===== config.mk =====
export PLATFORM = sky130hd
export DESIGN_NAME = cct_capture_timer
export DESIGN_NICKNAME = d
export VERILOG_FILES = /design/src/core/cct_pkg.sv /design/src/core/cct_capture_timer.sv
export SDC_FILE = /design/constraint.sdc
export NUM_CORES = 1
export LEC_CHECK = 0
export ABC_AREA = 1
export BUFFER_PORTS_ARGS = -buffer_cell sky130_fd_sc_hd__buf_2
export CORE_MARGIN = 2
export CORE_UTILIZATION = 42
export DETAILED_ROUTE_END_ITERATION = 8
export PLACE_DENSITY = 0.85
export RECOVER_POWER = 25
export SLEW_MARGIN = 20
export SYNTH_ARGS = -nofsm -noshare
export SYNTH_HDL_FRONTEND = slang
export SYNTH_SLANG_ARGS = --single-unit
export TNS_END_PERCENT = 100

===== constraint.sdc =====
create_clock -name sys_clk_i -period 1.95 [get_ports sys_clk_i]
set_input_delay 0 -clock sys_clk_i [delete_from_list [all_inputs] [get_ports sys_clk_i]]
set_output_delay 0 -clock sys_clk_i [all_outputs]
set_load 0.02 [all_outputs]

===== src/core/cct_pkg.sv =====
`default_nettype none
// ============================================================
// Shared constants of the capture timer mode control
package cct_pkg;
    // Register indices; byte address is four times the index
    localparam logic [7:0]  IDX_MODE_CTRL   = 8'h01;
    localparam logic [7:0]  IDX_EVENT_CTRL  = 8'h04;
    localparam logic [7:0]  IDX_IRQ_ENABLE  = 8'h05;
    localparam logic [7:0]  IDX_IRQ_FLAGS   = 8'h06;
    localparam logic [7:0]  IDX_STATUS      = 8'h07;
    // Field positions, mode and output control
    localparam int          MC_MODE_LSB     = 0;
    localparam int          MC_OVERRIDE_BIT = 4;
    localparam int          MC_INIT_BIT     = 5;
    localparam int          MC_IMMED_BIT    = 6;
    // Field positions, event control
    localparam int          EV_GATE_BIT     = 0;
    localparam int          EV_EDGE_BIT     = 4;
    localparam int          EV_FILTER_BIT   = 6;
    // Field positions, interrupt enable and flags
    localparam int          IRQ_CAPTURE_IRQ_BIT    = 0;
    localparam int          IRQ_OVF_BIT     = 1;
    // Writable bit masks, others read as zero
    localparam logic [7:0]  MC_MASK         = 8'h77;
    localparam logic [7:0]  EV_MASK         = 8'h51;
    localparam logic [7:0]  IRQ_MASK        = 8'h03;
    // Reset values
    localparam logic [7:0]  MC_RESET        = 8'h00;
    localparam logic [7:0]  EV_RESET        = 8'h00;
    localparam logic [7:0]  IRQ_EN_RESET    = 8'h00;
    localparam logic [7:0]  IRQ_FLAG_RESET  = 8'h00;
    // Bus responses
    localparam logic [1:0]  RESP_OKAY       = 2'h0;
    localparam logic [1:0]  RESP_SLVERR     = 2'h2;
    // Timing counts in peripheral clocks
    localparam int          FILTER_SAMPLES  = 4;
    localparam int          SYNC_STAGES     = 2;
    // Counter modes
    typedef enum logic [2:0] {
        MODE_PERIODIC          = 3'b000,
        MODE_TIMEOUT           = 3'b001,
        MODE_CAPTURE           = 3'b010,
        MODE_PERIOD_MEASURE    = 3'b011,
        MODE_WIDTH_MEASURE     = 3'b100,
        MODE_PERIOD_AND_WIDTH  = 3'b101,
        MODE_SINGLE_SHOT       = 3'b110,
        MODE_BYTE_PWM          = 3'b111
    } cct_mode_t;
    // Combined measurement sequence
    typedef enum logic [1:0] {
        PW_IDLE                = 2'b00,
        PW_WAIT_CAPTURE        = 2'b01,
        PW_WAIT_STOP           = 2'b10
    } cct_pw_state_t;
endpackage : cct_pkg
`default_nettype wire


===== src/core/cct_capture_timer.sv =====
`default_nettype none
module cct_capture_timer #(
    parameter int FILTER_SAMPLES = cct_pkg::FILTER_SAMPLES,
    parameter int SYNC_STAGES    = cct_pkg::SYNC_STAGES
) (
    // Clock and reset
    input  wire logic        sys_clk_i,
    input  wire logic        sys_rst_i,
    // AXI4-Lite write address
    input  wire logic        s_axi_awvalid,
    output logic             s_axi_awready,
    input  wire logic [31:0] s_axi_awaddr,
    input  wire logic [2:0]  s_axi_awprot,
    // AXI4-Lite write data
    input  wire logic        s_axi_wvalid,
    output logic             s_axi_wready,
    input  wire logic [31:0] s_axi_wdata,
    input  wire logic [3:0]  s_axi_wstrb,
    // AXI4-Lite write response
    output logic             s_axi_bvalid,
    input  wire logic        s_axi_bready,
    output logic [1:0]       s_axi_bresp,
    // AXI4-Lite read address
    input  wire logic        s_axi_arvalid,
    output logic             s_axi_arready,
    input  wire logic [31:0] s_axi_araddr,
    input  wire logic [2:0]  s_axi_arprot,
    // AXI4-Lite read data
    output logic             s_axi_rvalid,
    input  wire logic        s_axi_rready,
    output logic [31:0]      s_axi_rdata,
    output logic [1:0]       s_axi_rresp,
    // Event from the routing network
    input  wire logic        capture_event_i,
    // Counter status from the counter
    input  wire logic        counter_wrap_i,
    input  wire logic        counter_at_top_i,
    input  wire logic        capture_read_i,
    // Counter commands
    output logic             counter_start_o,
    output logic             counter_stop_o,
    output logic             counter_clear_o,
    output logic             capture_load_o,
    output logic [2:0]       counter_mode_select_o,
    // Pin path
    input  wire logic        port_out_i,
    output logic             pin_out_o,
    output logic             waveform_pin_override_o,
    // Interrupt requests
    output logic             capture_irq_o,
    output logic             overflow_irq_o
);
    // ========================================================
    // Register state
    logic [7:0]              mode_ctrl_r;        // Mode and output control
    logic [7:0]              event_ctrl_r;       // Event control
    logic [7:0]              irq_enable_r;       // Interrupt enables
    logic [7:0]              irq_flags_r;        // Sticky flags
    logic [7:0]              irq_flags_nxt;      // Flags next value
    logic                    running_r;          // Counter run state
    logic                    mode_write;         // Mode register written
    logic                    flag_write;         // Flag register written
    logic [7:0]              wr_idx;             // Write index
    logic [7:0]              rd_idx;             // Read index
    logic                    wr_fire;            // Write accepted
    logic                    rd_fire;            // Read accepted
    logic [7:0]              rd_value;           // Read mux result
    logic                    rd_hit;             // Read address mapped
    logic                    wr_hit;             // Write address mapped

    // Decoded fields
    cct_pkg::cct_mode_t      mode;
    logic                    edge_sel;
    logic                    gate_on;
    logic                    filter_on;
    logic                    immed_on;
    logic                    override_on;

    assign mode        = cct_pkg::cct_mode_t'(mode_ctrl_r[cct_pkg::MC_MODE_LSB +: 3]);
    assign edge_sel    = event_ctrl_r[cct_pkg::EV_EDGE_BIT];
    assign gate_on     = event_ctrl_r[cct_pkg::EV_GATE_BIT];
    assign filter_on   = event_ctrl_r[cct_pkg::EV_FILTER_BIT];
    assign immed_on    = mode_ctrl_r[cct_pkg::MC_IMMED_BIT];
    assign override_on = mode_ctrl_r[cct_pkg::MC_OVERRIDE_BIT];
    assign counter_mode_select_o = mode_ctrl_r[cct_pkg::MC_MODE_LSB +: 3];

    // ========================================================
    // Bus slave
    // Write taken only with address and data together
    assign wr_fire       = s_axi_awvalid && s_axi_wvalid && !s_axi_bvalid;
    assign s_axi_awready = wr_fire;
    assign s_axi_wready  = wr_fire;
    assign rd_fire       = s_axi_arvalid && !s_axi_rvalid;
    assign s_axi_arready = rd_fire;
    assign wr_idx        = s_axi_awaddr[9:2];
    assign rd_idx        = s_axi_araddr[9:2];
    assign mode_write    = wr_fire && s_axi_wstrb[0] && (wr_idx == cct_pkg::IDX_MODE_CTRL);
    assign flag_write    = wr_fire && s_axi_wstrb[0] && (wr_idx == cct_pkg::IDX_IRQ_FLAGS);

    // Write address decode
    assign wr_hit = wr_idx inside {cct_pkg::IDX_MODE_CTRL, cct_pkg::IDX_EVENT_CTRL,
                                   cct_pkg::IDX_IRQ_ENABLE, cct_pkg::IDX_IRQ_FLAGS,
                                   cct_pkg::IDX_STATUS};

    // Write response, error for unmapped words
    always_ff @(posedge sys_clk_i) begin
        if (sys_rst_i) begin
            s_axi_bvalid <= 1'b0;
            s_axi_bresp  <= cct_pkg::RESP_OKAY;
        end else if (wr_fire) begin
            s_axi_bvalid <= 1'b1;
            s_axi_bresp  <= wr_hit ? cct_pkg::RESP_OKAY : cct_pkg::RESP_SLVERR;
        end else if (s_axi_bready) begin
            s_axi_bvalid <= 1'b0;
        end
    end

    // Control register writes, lane 0 only
    always_ff @(posedge sys_clk_i) begin
        if (sys_rst_i) begin
            mode_ctrl_r  <= cct_pkg::MC_RESET;
            event_ctrl_r <= cct_pkg::EV_RESET;
            irq_enable_r <= cct_pkg::IRQ_EN_RESET;
        end else if (wr_fire && s_axi_wstrb[0]) begin
            case (wr_idx)
                cct_pkg::IDX_MODE_CTRL:  mode_ctrl_r  <= s_axi_wdata[7:0] & cct_pkg::MC_MASK;
                cct_pkg::IDX_EVENT_CTRL: event_ctrl_r <= s_axi_wdata[7:0] & cct_pkg::EV_MASK;
                cct_pkg::IDX_IRQ_ENABLE: irq_enable_r <= s_axi_wdata[7:0] & cct_pkg::IRQ_MASK;
                default:                 ;
            endcase
        end
    end

    // Read mux
    always_comb begin
        rd_hit   = 1'b1;
        rd_value = 8'h00;
        case (rd_idx)
            cct_pkg::IDX_MODE_CTRL:  rd_value = mode_ctrl_r;
            cct_pkg::IDX_EVENT_CTRL: rd_value = event_ctrl_r;
            cct_pkg::IDX_IRQ_ENABLE: rd_value = irq_enable_r;
            cct_pkg::IDX_IRQ_FLAGS:  rd_value = irq_flags_r;
            cct_pkg::IDX_STATUS:     rd_value = {7'h00, running_r};
            default:                 rd_hit   = 1'b0;
        endcase
    end

    // Read data channel
    always_ff @(posedge sys_clk_i) begin
        if (sys_rst_i) begin
            s_axi_rvalid <= 1'b0;
            s_axi_rdata  <= 32'h0000_0000;
            s_axi_rresp  <= cct_pkg::RESP_OKAY;
        end else if (rd_fire) begin
            s_axi_rvalid <= 1'b1;
            s_axi_rdata  <= {24'h00_0000, rd_value};
            s_axi_rresp  <= rd_hit ? cct_pkg::RESP_OKAY : cct_pkg::RESP_SLVERR;
        end else if (s_axi_rready) begin
            s_axi_rvalid <= 1'b0;
        end
    end

    // ========================================================
    // Event conditioning
    logic [FILTER_SAMPLES-1:0] filt_hist_r;     // Recent raw samples
    logic                      filt_level_r;    // Filtered level
    logic                      evt_level;       // Level used for edges
    logic                      evt_prev_r;      // Previous used level
    logic                      rise;            // Rising edge seen
    logic                      fall;            // Falling edge seen
    logic                      act_rise;        // Selected-polarity edge
    logic                      act_fall;        // Opposite edge

    // Noise canceller: level follows only a stable run of samples
    always_ff @(posedge sys_clk_i) begin
        if (sys_rst_i) begin
            filt_hist_r  <= '0;
            filt_level_r <= 1'b0;
        end else begin
            filt_hist_r <= {filt_hist_r[FILTER_SAMPLES-2:0], capture_event_i};
            if (&filt_hist_r) begin
                filt_level_r <= 1'b1;
            end else if (~|filt_hist_r) begin
                filt_level_r <= 1'b0;
            end
        end
    end

    assign evt_level = filter_on ? filt_level_r : capture_event_i;

    // Edge history
    always_ff @(posedge sys_clk_i) begin
        if (sys_rst_i) begin
            evt_prev_r <= 1'b0;
        end else begin
            evt_prev_r <= evt_level;
        end
    end

    // Edges count only while the input gate is open
    assign rise     = gate_on && evt_level && !evt_prev_r;
    assign fall     = gate_on && !evt_level && evt_prev_r;
    // Edge bit picks which edge is the primary one
    assign act_rise = edge_sel ? fall : rise;
    assign act_fall = edge_sel ? rise : fall;

    // ========================================================
    // Mode actions
    cct_pkg::cct_pw_state_t  pw_state_r;         // Combined sequence state
    logic                    do_start;
    logic                    do_stop;
    logic                    do_clear;
    logic                    do_capture;
    logic                    capture_irq_event;         // Capture flag source
    logic                    shot_trigger;       // Single-shot event
    logic [SYNC_STAGES-1:0]  shot_pipe_r;        // Start sync delay

    // Single shot takes the rising edge, or both with edge bit set
    assign shot_trigger = (mode == cct_pkg::MODE_SINGLE_SHOT) && (rise || (edge_sel && fall));

    // Per-mode event decoding
    always_comb begin
        do_start   = 1'b0;
        do_stop    = 1'b0;
        do_clear   = 1'b0;
        do_capture = 1'b0;
        capture_irq_event = 1'b0;
        case (mode)
            cct_pkg::MODE_PERIODIC: begin
                capture_irq_event = counter_at_top_i;
            end
            cct_pkg::MODE_TIMEOUT: begin
                do_start   = act_rise;
                do_stop    = act_fall;
                capture_irq_event = counter_at_top_i;
            end
            cct_pkg::MODE_CAPTURE: begin
                do_capture = act_rise;
                capture_irq_event = act_rise;
            end
            cct_pkg::MODE_PERIOD_MEASURE: begin
                do_capture = act_rise;
                do_clear   = act_rise;
                do_start   = act_rise;
                capture_irq_event = act_rise;
            end
            cct_pkg::MODE_WIDTH_MEASURE: begin
                do_clear   = act_rise;
                do_start   = act_rise;
                do_capture = act_fall;
                capture_irq_event = act_fall;
            end
            cct_pkg::MODE_PERIOD_AND_WIDTH: begin
                case (pw_state_r)
                    cct_pkg::PW_IDLE: begin
                        do_clear = act_rise;
                        do_start = act_rise;
                    end
                    cct_pkg::PW_WAIT_CAPTURE: begin
                        do_capture = act_fall;
                    end
                    cct_pkg::PW_WAIT_STOP: begin
                        do_stop    = act_rise;
                        capture_irq_event = act_rise;
                    end
                    default: ;
                endcase
            end
            cct_pkg::MODE_SINGLE_SHOT: begin
                do_start   = shot_pipe_r[SYNC_STAGES-1] && !running_r;
                capture_irq_event = counter_at_top_i;
            end
            cct_pkg::MODE_BYTE_PWM: begin
                capture_irq_event = counter_at_top_i;
            end
            default: ;
        endcase
    end

    // Combined measurement sequencer, restarted by a mode write
    always_ff @(posedge sys_clk_i) begin
        if (sys_rst_i || mode_write || mode != cct_pkg::MODE_PERIOD_AND_WIDTH) begin
            pw_state_r <= cct_pkg::PW_IDLE;
        end else begin
            case (pw_state_r)
                cct_pkg::PW_IDLE:         if (act_rise) pw_state_r <= cct_pkg::PW_WAIT_CAPTURE;
                cct_pkg::PW_WAIT_CAPTURE: if (act_fall) pw_state_r <= cct_pkg::PW_WAIT_STOP;
                cct_pkg::PW_WAIT_STOP:    if (act_rise) pw_state_r <= cct_pkg::PW_IDLE;
                default:                  pw_state_r <= cct_pkg::PW_IDLE;
            endcase
        end
    end

    // Single-shot start synchroniser delay
    always_ff @(posedge sys_clk_i) begin
        if (sys_rst_i) begin
            shot_pipe_r <= '0;
        end else begin
            shot_pipe_r <= {shot_pipe_r[SYNC_STAGES-2:0], shot_trigger};
        end
    end

    // Run state seen by software; single shot ends at top
    always_ff @(posedge sys_clk_i) begin
        if (sys_rst_i || mode_write) begin
            running_r <= 1'b0;
        end else if (do_start) begin
            running_r <= 1'b1;
        end else if (do_stop || (mode == cct_pkg::MODE_SINGLE_SHOT && counter_at_top_i)) begin
            running_r <= 1'b0;
        end
    end

    // Command strobes to the counter
    always_ff @(posedge sys_clk_i) begin
        if (sys_rst_i) begin
            counter_start_o <= 1'b0;
            counter_stop_o  <= 1'b0;
            counter_clear_o <= 1'b0;
            capture_load_o  <= 1'b0;
        end else begin
            counter_start_o <= do_start;
            counter_stop_o  <= do_stop;
            counter_clear_o <= do_clear;
            capture_load_o  <= do_capture;
        end
    end

    // ========================================================
    // Interrupt flags; a set in the clearing cycle wins
    logic capture_irq_mode;
    assign capture_irq_mode = mode inside {[cct_pkg::MODE_CAPTURE:cct_pkg::MODE_PERIOD_AND_WIDTH]};

    always_comb begin
        irq_flags_nxt = irq_flags_r;
        if (flag_write) begin
            irq_flags_nxt = irq_flags_r & ~(s_axi_wdata[7:0] & cct_pkg::IRQ_MASK);
        end
        if (capture_read_i && capture_irq_mode) begin
            irq_flags_nxt[cct_pkg::IRQ_CAPTURE_IRQ_BIT] = 1'b0;
        end
        if (counter_wrap_i) begin
            irq_flags_nxt[cct_pkg::IRQ_OVF_BIT] = 1'b1;
        end
        if (capture_irq_event) begin
            irq_flags_nxt[cct_pkg::IRQ_CAPTURE_IRQ_BIT] = 1'b1;
        end
    end

    always_ff @(posedge sys_clk_i) begin
        if (sys_rst_i) begin
            irq_flags_r <= cct_pkg::IRQ_FLAG_RESET;
        end else begin
            irq_flags_r <= irq_flags_nxt;
        end
    end

    // Level requests held while flag and enable are both set
    assign capture_irq_o  = irq_flags_r[cct_pkg::IRQ_CAPTURE_IRQ_BIT]
                          & irq_enable_r[cct_pkg::IRQ_CAPTURE_IRQ_BIT];
    assign overflow_irq_o = irq_flags_r[cct_pkg::IRQ_OVF_BIT]
                          & irq_enable_r[cct_pkg::IRQ_OVF_BIT];

    // ========================================================
    // Waveform generation
    logic wave_r;
    logic init_applies;
    logic immed_set;

    assign init_applies = (mode < cct_pkg::MODE_SINGLE_SHOT);
    assign immed_set    = shot_trigger && immed_on && !running_r;

    always_ff @(posedge sys_clk_i) begin
        if (sys_rst_i) begin
            wave_r <= 1'b0;
        end else if (mode_write) begin
            // Fresh configuration loads the starting level
            wave_r <= (s_axi_wdata[cct_pkg::MC_MODE_LSB +: 3] < 3'h6)
                    && s_axi_wdata[cct_pkg::MC_INIT_BIT];
        end else if (mode == cct_pkg::MODE_SINGLE_SHOT) begin
            if (immed_set || (do_start && !immed_on)) begin
                wave_r <= 1'b1;
            end else if (counter_at_top_i) begin
                wave_r <= 1'b0;
            end
        end else if (mode == cct_pkg::MODE_BYTE_PWM) begin
            if (counter_wrap_i) begin
                wave_r <= 1'b1;
            end else if (counter_at_top_i) begin
                wave_r <= 1'b0;
            end
        end else if (init_applies && counter_at_top_i) begin
            wave_r <= ~wave_r;
        end
    end

    // Pin mux; direction stays with the port
    assign pin_out_o               = override_on ? wave_r : port_out_i;
    assign waveform_pin_override_o = override_on;

    // Unused inputs
    logic unused_ok;
    assign unused_ok = ^{s_axi_awprot, s_axi_arprot, s_axi_awaddr[31:10], s_axi_awaddr[1:0],
                         s_axi_araddr[31:10], s_axi_araddr[1:0], s_axi_wdata[31:8],
                         s_axi_wstrb[3:1]};
endmodule : cct_capture_timer
`default_nettype wire


-- Word level (Yosys, flattened, before mapping)
Index checks and enable logic that the tools add are counted.
- flip-flop bits (word level): 49
- input bits: 118
- output and inout bits: 52
- word-level logic and storage cells: 146
- order comparisons: 4
- equal/unequal tests: 24
- mux-type cells: 39
- bitwise logic cells: 5
- reduce and logical (&&, ||, !) cells: 52
- operators by type and width (operator ; count):
    $eq A8 B3 Y1 const B ; 8
    $pmux W8 S5 ; 1
    $mux W1 ; 26
    $logic_and A1 B1 Y1 ; 21
    $eq A8 B1 Y1 const B ; 2
    $eq A3 B3 Y1 const B ; 4
    $mux W2 ; 6
    $and A8 B8 Y8 ; 1
    $ne A2 B2 Y1 const B ; 4
    $not A2 Y8 ; 1
    $reduce_bool A2 Y1 ; 4
    $reduce_or A4 Y1 ; 2
    $eq A3 B2 Y1 const B ; 2
    $logic_not A1 Y1 ; 6
    $lt A3 B3 Y1 const B ; 2
    $pmux W1 S3 ; 2
    $pmux W2 S3 ; 1
    $reduce_and A2 Y1 ; 3
    $logic_or A1 B1 Y1 ; 5
    $reduce_bool A5 Y1 ; 1
    $reduce_or A5 Y1 ; 1
    $pmux W1 S2 ; 2
    $pmux W1 S4 ; 1
    $reduce_and A4 Y1 ; 1
    15 further kinds ; 17

-- Longest topological paths before layout
Gate-level depths: netlist of the first run.
- depth in word-level cells: 13
- gate-level depth with buffers: 13
- gate-level depth less buffers: 13

-- Worst setup path before layout of the first run
Ideal clock, no wire load.
- path kind: reg-to-reg
- start point: reg s_axi_bvalid
- end point: reg event_ctrl_r[4]
- setup time: 0.132 ns
- arrival: 1.484 ns
- required time: 1.818 ns
- slack: 0.334 ns
- stages on the path, launching flop included: 6
- path buffers: 0
- period minus slack after synthesis: 1.616 ns
- cells stage by stage: dfxtp_1 nor2_2 nand2_1 nor4_4 or2_2 a21oi_1
- cells in the longest elaborated chain, start to end: 4
- RTL lines (element ; line ; source):
    start: declaration ; cct_capture_timer.sv:20 ; output logic s_axi_bvalid,
    start signal: assignment ; cct_capture_timer.sv:108 ; s_axi_bvalid <= 1'b0;
    start signal: assignment ; cct_capture_timer.sv:111 ; s_axi_bvalid <= 1'b1;
    start signal: assignment ; cct_capture_timer.sv:114 ; s_axi_bvalid <= 1'b0;
    $logic_not A1 Y1 ; cct_capture_timer.sv:90 ; assign wr_fire = s_axi_awvalid && s_axi_wvalid && !s_axi_bvalid;
    $logic_and A1 B1 Y1 ; cct_capture_timer.sv:90 ;
    via s_axi_awready ; cct_capture_timer.sv:11 ; output logic s_axi_awready,
    $logic_and A1 B1 Y1 ; cct_capture_timer.sv:124 ; end else if (wr_fire && s_axi_wstrb[0]) begin
    $reduce_and A2 Y1 (no line) ; - ;
    end signal: assignment ; cct_capture_timer.sv:122 ; event_ctrl_r <= cct_pkg::EV_RESET;
    end signal: assignment ; cct_capture_timer.sv:127 ; cct_pkg::IDX_EVENT_CTRL: event_ctrl_r <= s_axi_wdata[7:0] & cct_pkg::EV_MASK;
    end: declaration ; cct_capture_timer.sv:56 ; logic [7:0] event_ctrl_r;
The timed path passes the listed nets, and every way through them passes these cells.
A chain may end at the register's enable or synchronous reset.

-- Final worst setup path of the first run
- start point: reg s_axi_bvalid
- end point: reg mode_ctrl_r[4]
- cells in the longest elaborated chain, start to end: 4
- RTL lines (element ; line ; source):
    $logic_not A1 Y1 ; cct_capture_timer.sv:90 ;
    $logic_and A1 B1 Y1 ; cct_capture_timer.sv:90 ;
    $logic_and A1 B1 Y1 ; cct_capture_timer.sv:124 ;
    $reduce_and A2 Y1 (no line) ; - ;
    end signal: assignment ; cct_capture_timer.sv:121 ; mode_ctrl_r <= cct_pkg::MC_RESET;
    end signal: assignment ; cct_capture_timer.sv:126 ; cct_pkg::IDX_MODE_CTRL: mode_ctrl_r <= s_axi_wdata[7:0] & cct_pkg::MC_MASK;
    end: declaration ; cct_capture_timer.sv:55 ; logic [7:0] mode_ctrl_r;
Every way passes these cells.

==> impl_metrics.toml, run 1 <==
[synth]
synthArstFlopShare_pct = 0
synth.distinct_cells = 33
synth_edf_count = 0
yosysTopAreaCell = "dfxtp_1"
synthesis.area_um2 = 2103
ys_seq_area_share_pct = 37.12
yosysTopAreaCellShare_pct = 37.12
synthTopCellsByArea = "dfxtp_1 (37%), buf_4 (11%), nand2_1 (11%)"
ys_ff_latch = 39
yosys_warnings = 0
synthFlopType = "dfxtp_1"
netlist_instances = 306
ys_top_cells_by_count = "nand2_1 (63), inv_1 (42), dfxtp_1 (39), nor2_1 (35), buf_4 (32)"
yosysMostFrequentCell = "nand2_1"
syn_area_per_cell_um2 = 6.873

[route]
drc = 0
drt_wl_total_um = 4812
drt-pass1-iter-count = 6
wire_per_inst_um = 10.99
num_vias = 2101
drtIter0Drc = 170
antenna_left = 0
routed_via_density = 4.797

[clocking]
holdBufCountCts = 8
htree_levels = 2
post_cts_buffers = 0
clk_latency_ns = 0.29
clockRootBuffer = "clkbuf_8"
numCtsBuffers = 5
clk_pin_slew_worst_paths_ns = 0.07
cts-resized-gates = 0
cts_sinks = 39
cts_tree = "built"
cts.path.max_buffers = 2

[pwr]
ir_drop_mv = 0.4436
p_per_area_nw_per_um2 = 625.2
finalPower_mw = 1.547
p_leak_nw = 1.145

[grt]
grtUsageTotal_pct = 17.35
grt_pass1_wl_um = 7479
overflow = 0
grt_max_degree = 26
antenna_found_initial = 0
grt_pass1_vias = 1720

[sta]
fin_crit_ns = 1.742
fin_worst_skew_ns = 0.003602
max_freq_mhz = 574.0
slew_violations = 0
max_slew_margin_pct = 54.69
worst_pin_slew_ns = 0.6772
rsz0062_at_grt = "false"
tns_ns = 0
hold_viol = 0
worst_slack_ns = 0.2077
finalCritPeriodShare_pct = 89.35
setup_viol = 0

[setup_path]
startpoint_type = "flip-flop"
critPathKind = "reg2reg"
cp_data_required_time_ns = 2.12
critPathArrivalTime_ns = 1.91
startpoint = "s_axi_bvalid"
end_kind = "flip-flop"
r2r-start = "s_axi_bvalid"
r2r_slack_ns = 0.21
timing.rr.end = "mode_ctrl_r[4]"
path_max_fanout = 9
r2r_cells = 6

[min_path]
min_path_cells = 4
hold_class = "in2reg"
hp-start = "s_axi_bready"
hold_end = "s_axi_bvalid"

[place]
hpwl_um = 3625
port_buffers = 58
globalplace.congestion = 0.9329
place_ws_ns = 0.3830

[die]
io_pins = 170
start_util_pct = 43.95
die_area_um2 = 5590
rows = 25
chipHeight_um = 74.77
fp.coreArea_um2 = 4786
fp.dieW_um = 74.77

[final_layout]
final_nets = 488
drive_above_1_share_pct = 18.06
syn_to_final_growth_pct = 17.61
fillCellCount = 486
diodes = 0

[run]
drv_cap = 0

[outcome]
status = "complete, no violations"
cell families after synthesis:
group	Yosys count	share of synthesized area, %
other cells	1	0.1783
flops	39	37.12
buf+inv	81	20.17
simple gates	133	28.85
compound gates	52	13.68
metal layers:
metal	GRT usage (%)	up-vias	wire (um)
li1	-	1043	-
met1	22.44	922	2060
met2	28.02	120	2230
met3	5.087	16	437
met4	5.556	0	83
met5	0	-	0
metrics by stage:
| step | utilization (%) | area [um2] | hold slack [ns] | std cells |
|---|---|---|---|---|
| 2_1_floorplan | - | 2205 | 0.1249 | 333 |
| 3_3_place_gp | 48.63 | 2327 | 0.2376 | 422 |
| 3_5_place_dp | 48.63 | 2327 | 0.2533 | 422 |
| 4_1_cts | 52.00 | 2489 | 0.003503 | 438 |
| 5_1_grt | 51.69 | 2474 | 0.03239 | 438 |
| 6_report | 51.69 | 2474 | 0.007810 | 438 |
worst max-delay path by stage:
| stage | endpoint | cells after the start | slack, ns |
|---|---|---|---|
| 4_1_cts | wave_r | 13 | 0.34 |
| 6_report | mode_ctrl_r[4] | 6 | 0.21 |
| 2_1_floorplan | event_ctrl_r[4] | 5 | 0.33 |
| 3_5_place_dp | mode_ctrl_r[4] | 6 | 0.38 |
| 3_3_place_gp | mode_ctrl_r[4] | 6 | 0.39 |
| 5_1_grt | wave_r | 13 | 0.08 |
power by group:
group / internal [mW] / switching [mW]
combinational: 0.0679 / 0.144
clock: 0.251 / 0.259
sequential: 0.814 / 0.0114
total: 1.13 / 0.414
cells in the final DEF (no fill, tap or decap):
master	instances
nor2_1	36
o21ai_1	1
or2_2	2
o211ai_1	2
nor4_4	1
and3_1	1
nor2_4	1
a21oi_2	1
dlygate4sd3_1	8
dfxtp_1	39
nand3_2	1
o22ai_1	2
clkinv_2	1
a21oi_1	25
nor3_1	1
o21ai_0	14
clkbuf_1	12
nand3b_1	1
clkbuf_8	5
nand2_1	63
or2_4	1
a211oi_1	3
nor4_2	1
nor4_1	2
nand4_1	4
inv_1	42
nand3_1	16
o2111ai_1	1
buf_4	1
nor3_2	2
buf_2	48
conb_1	28
inv_2	2
a31oi_1	2
o31ai_1	1
worst max-delay path, stage by stage, from the launching register on:
cell	delay, ns
dfxtp_1	0.33
nor2_1	0.26
nand2_1	0.25
nor2_4	0.28
inv_2	0.14
o21ai_0	0.30
a21oi_1	0.07
flip-flops by register name, indices dropped and copies added, names as in the netlist:
| register | flops |
|---|---|
| mode_ctrl_r | 6 |
| s_axi_rdata | 6 |
| filt_hist_r | 4 |
| event_ctrl_r | 3 |
| irq_enable_r | 2 |
| irq_flags_r | 2 |
| pw_state_r | 2 |
| shot_pipe_r | 2 |
| capture_load_o | 1 |
| counter_clear_o | 1 |
| counter_start_o | 1 |
| counter_stop_o | 1 |
| evt_prev_r | 1 |
| filt_level_r | 1 |
| running_r | 1 |
| s_axi_bresp | 1 |
| s_axi_bvalid | 1 |
| s_axi_rresp | 1 |
| s_axi_rvalid | 1 |
| wave_r | 1 |
layout make-up:
class                           instances  area [um2]  area share, %
Sequential cell                        39       780.7          31.56
Clock inverter                          1       5.005         0.2023
Clock buffer                            7       76.32          3.085
Multi-Input combinational cell        213       997.2          40.31
Timing Repair Buffer                   67       365.4          14.77
Tap cell                               67       83.83          3.389
Inverter                               44       165.2          6.677
Power figures use the tool's default switching activity.
==> run 2, diff against run 1 <==
- RECOVER_POWER: 25 -> unset
==> run 2 against run 1 <==
  * Wire length shrank 0.69%
  * Largest power group unchanged
  * Final area rose by 0.61%
  * Final cell count stayed put
  * Critical path type unchanged
  * Combinational power barely moved
==> impl_metrics.toml, run 2 (synthesized netlist as in run 1, its figures left out) <==
[min_path]
hold_class = "in2reg"

[sta]
finalCritPeriodShare_pct = 86.76
max_slew_margin_pct = 54.82
max_freq_mhz = 591.0
setup_viol = 0
fin_crit_ns = 1.692
tns_ns = 0
worst_slack_ns = 0.2581
worst_pin_slew_ns = 0.6752
fin_worst_skew_ns = 0.003010
hold_viol = 0
slew_violations = 0
rsz0062_at_grt = "false"

[pwr]
p_leak_nw = 1.187
finalPower_mw = 1.549
seqPwrFrac_pct = 53.3
swShare_pct = 26.85
power_switching_uw = 416.1
p_per_area_nw_per_um2 = 622.6
internal-power_mw = 1.133
ir_drop_mv = 0.4445
power_frac_comb_pct = 13.7
clkPwrFrac_pct = 33.0

[setup_path]
end_kind = "flip-flop"
cpPeakStageDelay_ns = 0.50
critPathKind = "reg2reg"
worstPathCellList = "inv_1, nor2_1, nand3_1, nand3_1, nand2_1, nand2_1, nand2_1, nand2_1, nand2_1, a21oi_2"
crit_path_top_delay_cell = "dfxtp_1"
critPathArrivalTime_ns = 1.92
path_max_fanout = 8
crit_top_cell = "nand2_1"
cp_data_required_time_ns = 2.18
startpoint_type = "flip-flop"

[clocking]
clk_latency_ns = 0.29
htree_levels = 2
clockRootBuffer = "clkbuf_8"
cts_sinks = 39
clk_pin_slew_worst_paths_ns = 0.07
cts-resized-gates = 0
cts.path.max_buffers = 2
cts_tree = "built"
holdBufCountCts = 8
numCtsBuffers = 5
post_cts_buffers = 0

[route]
drt_wl_total_um = 4779
drtIter0Drc = 175
num_vias = 2080
wire_per_inst_um = 10.91
antenna_left = 0
drc = 0
routed_via_density = 4.749
drt-pass1-iter-count = 5

[grt]
grt_pass1_wl_um = 7479
overflow = 0
antenna_found_initial = 0
grt_max_degree = 26
grt_pass1_vias = 1720
grtUsageTotal_pct = 17.35

[final_layout]
finish.utilization_pct = 52.00
final_nets = 488
syn_to_final_growth_pct = 18.32
final_cell_mix = "nand2_1 (63), buf_2 (58), inv_1 (42)"
largestRegisters = "mode_ctrl_r (6), s_axi_rdata (6), filt_hist_r (4)"
fillCellCount = 485
regArea_um2 = 780.7
diodes = 0
multi_input_area_um2 = 999.7
drive_above_1_share_pct = 21.02
fin_cells = 438
mostFrequentLayoutCell = "nand2_1"

[die]
fp.dieW_um = 74.77
io_pins = 170
chipHeight_um = 74.77
rows = 25
die_area_um2 = 5590
fp.coreArea_um2 = 4786
start_util_pct = 43.95

[place]
place_ws_ns = 0.3830
post-place-cells = 422
globalplace.congestion = 0.9329
hpwl_um = 3625
port_buffers = 58

[outcome]
status = "complete, no violations"

[run]
drv_cap = 0
## run 2: cell types whose count changed in the layout (fill, tap and decap cells not counted)
cell | previous run | this run
buf_2 | 48 | 58
nor2_1 | 36 | 35
clkbuf_1 | 12 | 2
nor2_2 | 0 | 1
## run 2: power groups by stage
stage                     combinational [mW]  clock (mW)  sequential [mW]
after floorplan                        0.166           0            0.851
after global placement                 0.194           0            0.842
after detailed placement               0.198           0            0.843
after CTS                              0.211       0.523            0.825
after global routing                   0.234       0.552            0.826
final                                  0.213       0.512            0.825
## run 2: metrics by stage
stage               area, um2  hold WS, ns
CTS                      2489     0.003503
global route             2489      0.03239
floorplan                2205       0.1249
detailed placement       2327       0.2533
global placement         2327       0.2376
finish                   2489     0.007144
## run 2: metal layers
metal | vias to the layer above | wire (um) | global-route usage [%]
li1 | 1043 | - | -
met1 | 923 | 2096 | 22.44
met2 | 104 | 2224 | 28.02
met3 | 10 | 392 | 5.087
met4 | 0 | 65 | 5.556
met5 | - | 0 | 0
## run 2: worst max-delay path: cells and delay by family (launching register included)
| family | cells | cell delay, ns |
|---|---|---|
| AO/OA/AOI/OAI | 1 | 0.11 |
| flip-flops | 1 | 0.50 |
| buffers and inverters | 1 | 0.16 |
| AND/OR/NAND/NOR | 8 | 0.86 |
## run 2: area by class of cell
cell class                      instances  area share (%)
Timing Repair Buffer                   67           15.18
Multi-Input combinational cell        213           40.17
Sequential cell                        39           31.37
Clock inverter                          1          0.2011
Clock buffer                            7           3.067
Inverter                               44           6.636
Tap cell                               67           3.369
## run 2: path summary, 6_finish.rpt
path                                startpoint              to  slack (ns)  depth (start not counted)
worst max-delay path            mode_ctrl_r[0]          wave_r        0.26                         10
worst min-delay path              s_axi_bready    s_axi_bvalid       0.007                          4
worst max register to register  mode_ctrl_r[0]          wave_r        0.26                         10
worst min register to register  shot_pipe_r[0]  shot_pipe_r[1]        0.41                          2
